===== src/can_err_defines.vh =====
`ifndef CAN_ERR_DEFINES_VH
`define CAN_ERR_DEFINES_VH
`define ADDR_TX_ERR_COUNT   6'h1C
`define ADDR_RX_ERR_COUNT   6'h1D
`define ADDR_IRQ_ENABLE     6'h2B
`define ADDR_IRQ_FLAG       6'h2C
`define ADDR_ERROR_FLAG     6'h2D
`define ADDR_STATUS         6'h2E
`define ADDR_CONTROL        6'h2F
`define RESET_BYTE          8'h00
`define LIMIT_WARNING       8'h60
`define LIMIT_PASSIVE       8'h80
`define LIMIT_BUS_OFF       8'hFF
`define BIT_BUF1_OVR        7
`define BIT_BUF0_OVR        6
`define BIT_BUS_OFF         5
`define BIT_TX_PASSIVE      4
`define BIT_RX_PASSIVE      3
`define BIT_TX_WARNING      2
`define BIT_RX_WARNING      1
`define BIT_ANY_WARNING     0
`define IRQ_MSG_ERR         7
`define IRQ_WAKE            6
`define IRQ_ERR_STATE       5
`define IRQ_TX2             4
`define IRQ_TX1             3
`define IRQ_TX0             2
`define IRQ_RX1             1
`define IRQ_RX0             0
`define CODE_NONE           3'h0
`define CODE_ERR            3'h1
`define CODE_WAKE           3'h2
`define CODE_TX0            3'h3
`define CODE_TX1            3'h4
`define CODE_TX2            3'h5
`define CODE_RX0            3'h6
`define CODE_RX1            3'h7
`define MODE_NORMAL         3'h0
`define MODE_SLEEP          3'h1
`define MODE_LISTEN         3'h3
`endif


===== src/error_status.v =====
`timescale 1ns/1ps
`default_nettype none
`include "can_err_defines.vh"
module error_status (
	input  wire       mclk,
	input  wire       rst_n,
	input  wire [7:0] tx_error_count,
	input  wire [7:0] rx_error_count,
	input  wire       bus_recovered,
	input  wire [1:0] ovr_event,
	input  wire [1:0] ovr_clear,
	output wire [7:0] error_flag_reg,
	output wire       state_changed
);
	reg  [1:0] buffer_overflow_flag;
	reg        bus_off_flag;
	reg  [5:0] prev_state;
	wire [5:0] state;
	wire       tx_passive_flag;
	wire       rx_passive_flag;
	wire       tx_warning_flag;
	wire       rx_warning_flag;
	wire       any_warning_flag;

	assign tx_passive_flag  = tx_error_count >= `LIMIT_PASSIVE;
	assign rx_passive_flag  = rx_error_count >= `LIMIT_PASSIVE;
	assign tx_warning_flag  = tx_error_count >= `LIMIT_WARNING;
	assign rx_warning_flag  = rx_error_count >= `LIMIT_WARNING;
	assign any_warning_flag = tx_warning_flag | rx_warning_flag;
	assign state = {bus_off_flag, tx_passive_flag, rx_passive_flag,
		tx_warning_flag, rx_warning_flag, any_warning_flag};
	assign error_flag_reg = {buffer_overflow_flag, state};
	assign state_changed = state != prev_state;

	genvar i;
	generate
		for (i = 0; i < 2; i = i + 1) begin : g_ovr
			always @(posedge mclk) begin
				if (!rst_n)
					buffer_overflow_flag[i] <= 1'b0;
				else if (ovr_event[i])
					buffer_overflow_flag[i] <= 1'b1;
				else if (ovr_clear[i])
					buffer_overflow_flag[i] <= 1'b0;
			end
		end
	endgenerate

	always @(posedge mclk) begin
		if (!rst_n) begin
			bus_off_flag <= 1'b0;
			prev_state   <= 6'h00;
		end else begin
			prev_state <= state;
			if (tx_error_count == `LIMIT_BUS_OFF)
				bus_off_flag <= 1'b1;
			else if (bus_recovered)
				bus_off_flag <= 1'b0;
		end
	end
endmodule
`default_nettype wire


===== src/irq_priority.v =====
`timescale 1ns/1ps
`default_nettype none
`include "can_err_defines.vh"
module irq_priority (
	input  wire [7:0] pending,
	output reg  [2:0] irq_source_code
);
	// Lower code wins; message error has no code of its own.
	always @* begin
		if (pending[`IRQ_ERR_STATE])
			irq_source_code = `CODE_ERR;
		else if (pending[`IRQ_WAKE])
			irq_source_code = `CODE_WAKE;
		else if (pending[`IRQ_TX0])
			irq_source_code = `CODE_TX0;
		else if (pending[`IRQ_TX1])
			irq_source_code = `CODE_TX1;
		else if (pending[`IRQ_TX2])
			irq_source_code = `CODE_TX2;
		else if (pending[`IRQ_RX0])
			irq_source_code = `CODE_RX0;
		else if (pending[`IRQ_RX1])
			irq_source_code = `CODE_RX1;
		else
			irq_source_code = `CODE_NONE;
	end
endmodule
`default_nettype wire


===== src/can_error_flags_and_interrupts.v =====
// How it works
// - Read-only receive error count at 1Dh.
// - Buffer 1 overflow sets, host clears.
// - Buffer 0 overflow sets, host clears.
// - Bus-off at 255, cleared by recovery.
// - Transmit passive while count at least 128.
// - Receive passive while count at least 128.
// - Transmit warning while count at least 96.
// - Receive warning while count at least 96.
// - Combined warning is OR of both.
// - Eight sources, each enable and flag.
// - Interrupt pin low while enabled flag pending.
// - Clearing ignored while setting condition persists.
// - Host may set flags, raising interrupts.
// - Priority source code, lower code wins.
// - Transmit buffer empty sets its flag.
// - Receive buffer full flag after frame end.
// - Message error sets flag, interrupt if enabled.
// - Bus activity in sleep with wake enabled sets wake, exits.
// - Wake from sleep enters listen-only.
// - Overflow or state change sets error flag.
// - Overflow when matched buffer cannot load.
// - Read-only transmit error count at 1Ch.
// - Flag bit order: error, wake, state, buffers.
`timescale 1ns/1ps
`default_nettype none
`include "can_err_defines.vh"
module can_error_flags_and_interrupts (
	input  wire        mclk,
	input  wire        rst_n,
	input  wire [5:0]  avs_address,
	input  wire        avs_read,
	input  wire        avs_write,
	input  wire [31:0] avs_writedata,
	input  wire [3:0]  avs_byteenable,
	output reg  [31:0] avs_readdata,
	output wire        avs_waitrequest,
	input  wire [7:0]  tx_error_count,
	input  wire [7:0]  rx_error_count,
	input  wire        bus_recovered,
	input  wire [2:0]  tx_buf_empty,
	input  wire [1:0]  rx_buf_loaded,
	input  wire [1:0]  rx_msg_accepted,
	input  wire        msg_error,
	input  wire        bus_activity,
	output wire        int_n,
	output wire [2:0]  irq_source_code,
	output wire [2:0]  op_mode
);
	localparam ST_IDLE = 2'b01;
	localparam ST_DONE = 2'b10;

	reg  [1:0]  bus_state;
	reg  [7:0]  irq_enable_reg;
	reg  [7:0]  irq_flag_reg;
	reg  [7:0]  next_irq_flag;
	reg  [2:0]  mode;
	reg  [2:0]  next_mode;
	reg  [31:0] next_readdata;
	reg  [7:0]  irq_set;
	reg  [7:0]  irq_hold;
	wire [7:0]  error_flag_reg;
	wire        state_changed;
	wire [1:0]  ovr_event;
	wire [1:0]  ovr_clear;
	wire [7:0]  pending;
	wire        wr_req;
	wire        rd_req;
	wire        wake_event;
	wire [7:0]  status_reg;

	// Every access takes one wait cycle, then completes.
	assign avs_waitrequest = (avs_read | avs_write) & (bus_state != ST_DONE);
	assign wr_req = avs_write & (bus_state == ST_DONE) & avs_byteenable[0];
	assign rd_req = avs_read & (bus_state == ST_IDLE);

	always @(posedge mclk) begin
		if (!rst_n)
			bus_state <= ST_IDLE;
		else begin
			case (bus_state)
				ST_IDLE: begin
					if (avs_read | avs_write)
						bus_state <= ST_DONE;
				end
				ST_DONE: bus_state <= ST_IDLE;
				default: bus_state <= ST_IDLE;
			endcase
		end
	end

	// Overflow: accepted message whose buffer is still full.
	assign ovr_event = rx_msg_accepted & irq_flag_reg[`IRQ_RX1:`IRQ_RX0];
	assign ovr_clear = {2{wr_req && avs_address == `ADDR_ERROR_FLAG}} &
		~avs_writedata[`BIT_BUF1_OVR:`BIT_BUF0_OVR];

	error_status u_error_status (
		.mclk           (mclk),
		.rst_n          (rst_n),
		.tx_error_count (tx_error_count),
		.rx_error_count (rx_error_count),
		.bus_recovered  (bus_recovered),
		.ovr_event      (ovr_event),
		.ovr_clear      (ovr_clear),
		.error_flag_reg (error_flag_reg),
		.state_changed  (state_changed)
	);

	assign wake_event = (mode == `MODE_SLEEP) & irq_enable_reg[`IRQ_WAKE] & bus_activity;

	always @* begin
		irq_set = 8'h00;
		irq_set[`IRQ_MSG_ERR]          = msg_error;
		irq_set[`IRQ_WAKE]             = wake_event;
		irq_set[`IRQ_ERR_STATE]        = state_changed | (|ovr_event);
		irq_set[`IRQ_TX2:`IRQ_TX0]     = tx_buf_empty;
		irq_set[`IRQ_RX1:`IRQ_RX0]     = rx_buf_loaded;
		irq_hold = irq_set;
		irq_hold[`IRQ_ERR_STATE]       = irq_set[`IRQ_ERR_STATE] | (|error_flag_reg[7:6]);
	end

	// Host write replaces flags, but a live condition keeps its flag.
	always @* begin
		next_irq_flag = irq_flag_reg;
		if (wr_req && avs_address == `ADDR_IRQ_FLAG)
			next_irq_flag = avs_writedata[7:0] | (irq_flag_reg & irq_hold);
		next_irq_flag = next_irq_flag | irq_set;
	end

	always @* begin
		next_mode = mode;
		if (wr_req && avs_address == `ADDR_CONTROL)
			next_mode = avs_writedata[2:0];
		if (wake_event)
			next_mode = `MODE_LISTEN;
	end

	always @(posedge mclk) begin
		if (!rst_n) begin
			irq_enable_reg <= `RESET_BYTE;
			irq_flag_reg   <= `RESET_BYTE;
			mode           <= `MODE_NORMAL;
		end else begin
			irq_flag_reg <= next_irq_flag;
			mode         <= next_mode;
			if (wr_req && avs_address == `ADDR_IRQ_ENABLE)
				irq_enable_reg <= avs_writedata[7:0];
		end
	end

	assign pending = irq_flag_reg & irq_enable_reg;
	assign int_n = ~(|pending);
	assign op_mode = mode;

	irq_priority u_irq_priority (
		.pending         (pending),
		.irq_source_code (irq_source_code)
	);

	assign status_reg = {irq_source_code, 2'b00, mode};

	always @* begin
		case (avs_address)
			`ADDR_TX_ERR_COUNT: next_readdata = {24'h000000, tx_error_count};
			`ADDR_RX_ERR_COUNT: next_readdata = {24'h000000, rx_error_count};
			`ADDR_IRQ_ENABLE:   next_readdata = {24'h000000, irq_enable_reg};
			`ADDR_IRQ_FLAG:     next_readdata = {24'h000000, irq_flag_reg};
			`ADDR_ERROR_FLAG:   next_readdata = {24'h000000, error_flag_reg};
			`ADDR_STATUS:       next_readdata = {24'h000000, status_reg};
			`ADDR_CONTROL:      next_readdata = {29'h00000000, mode};
			default:            next_readdata = 32'h00000000;
		endcase
	end

	always @(posedge mclk) begin
		if (!rst_n)
			avs_readdata <= 32'h00000000;
		else if (rd_req)
			avs_readdata <= next_readdata;
	end
endmodule
`default_nettype wire


===== config.mk =====
export PLATFORM = sky130hd
export DESIGN_NAME = can_error_flags_and_interrupts
export DESIGN_NICKNAME = d
export VERILOG_FILES = /design/src/error_status.v /design/src/irq_priority.v /design/src/can_error_flags_and_interrupts.v
export VERILOG_INCLUDE_DIRS = /design/src
export SDC_FILE = /design/constraint.sdc
export NUM_CORES = 1
export LEC_CHECK = 0
export ABC_CLOCK_PERIOD_IN_PS = 3300
export BUFFER_PORTS_ARGS = -buffer_cell sky130_fd_sc_hd__buf_2
export CORE_MARGIN = 10
export CORE_UTILIZATION = 40
export DETAILED_ROUTE_END_ITERATION = 12
export PLACE_DENSITY = 0.72
export SETUP_SLACK_MARGIN = 0.5
export SLEW_MARGIN = 40
export SYNTH_ARGS = -nofsm -noshare
export SYNTH_HDL_FRONTEND = slang
export SYNTH_SLANG_ARGS = --single-unit

===== constraint.sdc =====
create_clock -name mclk -period 3.3 [get_ports mclk]
set_input_delay 0.33 -clock mclk [delete_from_list [all_inputs] [get_ports mclk]]
set_output_delay 0.33 -clock mclk [all_outputs]
set_load 0.05 [all_outputs]

Word level (Yosys, flattened, before mapping) --
Cells that the tools add are included.
Operators by class: $lt $le $gt $ge 4, multiplexer cells 17, shift operators 0, equality and inequality tests 13, add/sub/neg operators 0, div/mod/pow operators 0, multipliers 0, bitwise gates (word level) 19, reductions and logical operators 13
Operators by type and width (count):
- $pmux W8 S7 | 1
- $eq A6 B6 Y1 const B | 5
- $mux W3 | 7
- $and A8 B8 Y8 | 2
- $ge A8 B7 Y1 const B | 2
- $ge A8 B8 Y1 const B | 2
- $or A8 B8 Y8 | 2
- $eq A6 B5 Y1 const B | 2
- $eq A8 B8 Y1 const B | 1
- $mux W8 | 1
- $reduce_bool A2 Y1 | 4
- $reduce_or A8 Y1 | 1
- $and A1 B1 Y1 | 6
- $mux W1 | 6
- $ne A6 B6 Y1 | 1
- $reduce_or A2 Y1 | 3
- $and A2 B2 Y2 | 2
- $logic_and A1 B1 Y1 | 4
- $mux W2 | 2
- $or A1 B1 Y1 | 4
- $eq A3 B1 Y1 const B | 1
- $eq A2 B1 Y1 const B | 1
- $eq A2 B2 Y1 const B | 1
- $ne A2 B2 Y1 const B | 1
- other kinds (3) | 4
Word-level totals: bits in registers 62, word-level logic and storage cells 76, bits in read-only memories 0, latch bits 0, input bits 72, memories kept 0, RAM bits 0, output and inout bits 40

Depth between registers and ports, before layout --
depth in word-level cells 9, gate-level depth with buffers 7

Modules after synthesis --
Synthesis repeated with hierarchy kept, for this count alone.
Second synthesis, totals: cell total of the unflattened synthesis 282, area total of the unflattened synthesis 2387.3 um^2
By module, submodules not included:
- can_error_flags_and_interrupts | cells an instance 223, area each 1881.8 um^2, times used 1
- error_status | cells an instance 48, area each 444.2 um^2, times used 1
- irq_priority | cells an instance 11, area each 61.3 um^2, times used 1

Least setup slack after synthesis --
OpenSTA, ideal clock, no wires.
path kind register -> output, start register irq_flag_reg[0], end output port int_n, data required time 2.970 ns, path buffers 0, arrival time 3.042 ns, setup slack -0.072 ns, stages on the path, launching flop included 3, cell sequence dfxtp_1 -> a22o_1 -> a2111oi_0
Between the ends: cells in the longest elaborated chain, start to end 3
Ends and longest elaborated chain:
- from (decl) | line can_error_flags_and_interrupts.v:55 | reg [7:0] irq_flag_reg;
- from (signal assigned) | line can_error_flags_and_interrupts.v:141 | irq_flag_reg <= `RESET_BYTE;
- from (signal assigned) | line can_error_flags_and_interrupts.v:144 | irq_flag_reg <= next_irq_flag;
- $and A8 B8 Y8 | line can_error_flags_and_interrupts.v:151 | assign pending = irq_flag_reg & irq_enable_reg;
- $reduce_or A8 Y1 | line can_error_flags_and_interrupts.v:152 | assign int_n = ~(|pending);
- $not A1 Y1 | line can_error_flags_and_interrupts.v:152
- to (decl) | line can_error_flags_and_interrupts.v:46 | output wire int_n,
No other way between the ends.

Final worst setup path --
Same ends and word-level chain as after synthesis.

==> flow_summary.ini <==
[detailed_routing]
drc = 0
wl_per_cell_um = 16.4
via_per_inst = 5.32
ant_nets = 0
vias = 2002
dr.pass1.iters = 4
routed_wl_um = 6170
drtIter0Drc = 150

[cells_and_area]
final_design_area_no_fill_um2 = 2520
antenna_cells = 0
finalNonFillerCells = 376
layout.nets = 377
area_growth_pct = 17.8
drive_above_1_share_pct = 24.2
fillers = 523

[clock_network]
cts_tree = built
clk_path_buf_depth = 2
htree_levels = 2
hold_buffers = 0
cts.repair.resized = 0
clkSinkCount = 38
clk_pin_slew_ns = 0.08
clk_latency_ns = 0.30
cts_root_buffer = clkbuf_8
post-cts-setup-buffer-count = 0
cts_buffers = 5

[grt]
grt_pass1_wl_um = 9420
grt_overflow = 0
grt.total_usage_pct = 13.5
grt_max_degree = 25
grt_pass1_vias = 1853
antenna_found_initial = 0

[timing]
period_share_pct = 63.8
fin_setup_tns_ns = 0
rsz0062_at_grt = no
worst_pin_slew_ns = 0.725
maxSlewViolCount = 0
relSlewSlack_pct = 51.6
setup_ws_ns = 1.20
period_needed_ns = 2.10
skew_ns = 0.0110
timing.fmax_mhz = 475
setup_viol = 0
final_hold_viol_count = 0

[floorplanning]
core_um2 = 5140
die_x_um = 93.1
ios = 112
initial_core_util_pct = 41.6
rows = 26
fp.dieArea_um2 = 8670
die_y_um = 93.1

[power_and_ir_drop]
power_uw = 1150
pwr-share-seq_pct = 42.5
powerDensity_nw_per_um2 = 457
leakagePower_uw = 0.00118
peakVddDrop_uv = 322
sw_frac_of_total_pct = 28.2
pwr-share-comb_pct = 16.3
power_switching_uw = 325
intPower_uw = 827
clock_power_share_pct = 41.2

[worst_setup_path]
critPathLaunch = irq_flag_reg[0]$_SDFF_PN0_
critPathKind = flop to primary output
worstPathMaxFanout = 5
worstSetupEndpointType = primary output
reg2reg_from = bus_state[1]$_SDFFE_PN0N_
worstPathArrival_ns = 1.77
cp-start-kind = flop
required_ns = 2.97

[run]
max_cap_violations = 0

[synthesis]
synth_edf_count = 0
synth-async-reset-ratio_pct = 0
ys.warnings.count = 0
synth.distinct_cells = 44
avgSynthCellArea_um2 = 8.63
yosys_most_used_dff = dfxtp_1
ys_ff_latch = 38
syn_area_um2 = 2140
synth_seq_area_share_pct = 35.6
synthCells = 248

[placement]
dpl_worst_slack_ns = 1.24
dp_hpwl_um = 4910
place_area_um2 = 2380
dp.cells = 368
numPortBuffers = 60
gp_congestion = 0.875

[status]
status = complete, no violations

[min_path]
hp-start = bus_recovered
hold_class = input pin to flop
-- metrics by stage --
stage	util [%]	hold WS (ns)
after floorplan	-	0.426
after global placement	46.4	0.449
after detailed placement	46.4	0.454
after CTS	49.1	0.230
after global routing	49.1	0.228
final	49.1	0.229
-- cells in the final DEF (no fill, tap or decap), types with 3 or more instances in the layout --
cell      count
a21oi_1      20
a221oi_1      9
a22o_1        4
a22oi_1       5
a31oi_1       3
a32oi_1       3
and2_1        4
and3_1        3
buf_2        60
clkbuf_8      5
conb_1       24
dfxtp_1      38
inv_1        11
mux2i_1      18
nand2_1      20
nand3_1       6
nand4_1       3
nor2_1       22
nor2b_1       6
o21ai_0       6
o21ai_1       5
-- power groups by stage --
stage	registers [µW]	logic [µW]	clock network, µW
2_1_floorplan	507	141	0
3_3_place_gp	499	184	0
3_5_place_dp	500	185	0
4_1_cts	489	186	477
5_1_grt	492	200	507
6_report	489	187	475
-- synthesized netlist by cell type (2+ instances only) --
cell type / count / share of area, %
o31ai_1: 2 / 0.70
a32o_1: 2 / 0.94
xnor2_1: 2 / 0.82
o21ai_1: 5 / 1.2
a22oi_1: 5 / 1.8
nor3b_2: 2 / 1.2
xor2_1: 2 / 0.82
buf_4: 24 / 8.4
o21ai_0: 6 / 1.4
buf_2: 2 / 0.47
nor2b_1: 6 / 1.8
mux2i_1: 18 / 8.4
o2bb2ai_1: 2 / 0.82
nand3_1: 6 / 1.4
a32oi_1: 3 / 1.2
a21oi_1: 20 / 4.7
a221oi_1: 9 / 3.7
clkbuf_1: 5 / 0.88
and2_1: 4 / 1.2
nand2_1: 20 / 3.5
a311oi_1: 2 / 0.82
buf_6: 2 / 1.1
nand4_1: 3 / 0.88
dfxtp_1: 38 / 36
nor2_1: 22 / 3.9
a22o_1: 4 / 1.6
a31oi_1: 3 / 0.88
and3_1: 3 / 0.88
inv_1: 11 / 1.9
-- area by class of cell --
type                       count  area [µm²]  share of cell area (%)
sequential                    38         761                    30.2
inverter                      11        41.3                    1.64
timing repair buffer          60         300                    11.9
multi-input combinational    189        1190                    47.3
tap                           70        87.6                    3.47
clock buffer                   5        68.8                    2.73
clock inverter                 3        68.8                    2.73
-- per-layer routing --
| layer | vias up | wire [µm] | GRT usage, % |
|---|---|---|---|
| met1 | 926 | 2690 | 17.6 |
| li1 | 965 | - | - |
| met3 | 7 | 726 | 6.00 |
| met5 | - | 0 | 0 |
| met2 | 104 | 2700 | 19.7 |
| met4 | 0 | 59 | 3.86 |
-- path summary, 6_finish.rpt --
check / slack (ns) / end / cells after the start
worst min register to register: 0.46 / avs_readdata[4]$_SDFFE_PN0P_ / 2
worst max register to register: 1.51 / irq_enable_reg[7]$_SDFFE_PN0P_ / 5
worst max-delay path: 1.20 / int_n / 3
worst min-delay path: 0.23 / u_error_status.bus_off_flag$_SDFFE_PN0P_ / 2
-- critical path, cell delays in order, from the launching register on --
cell       delay (ns)
dfxtp_1          0.37
a22o_1           0.28
a2111oi_1        0.47
buf_2            0.35
-- cell families after synthesis --
| family | share of synthesized area (%) |
|---|---|
| compound gates | 21.7 |
| buf+inv | 12.7 |
| flops | 35.6 |
| mux | 8.42 |
| xor+xnor | 1.64 |
| other cells | 0.175 |
| simple gates | 19.8 |
(Power assumes the default switching activity.)
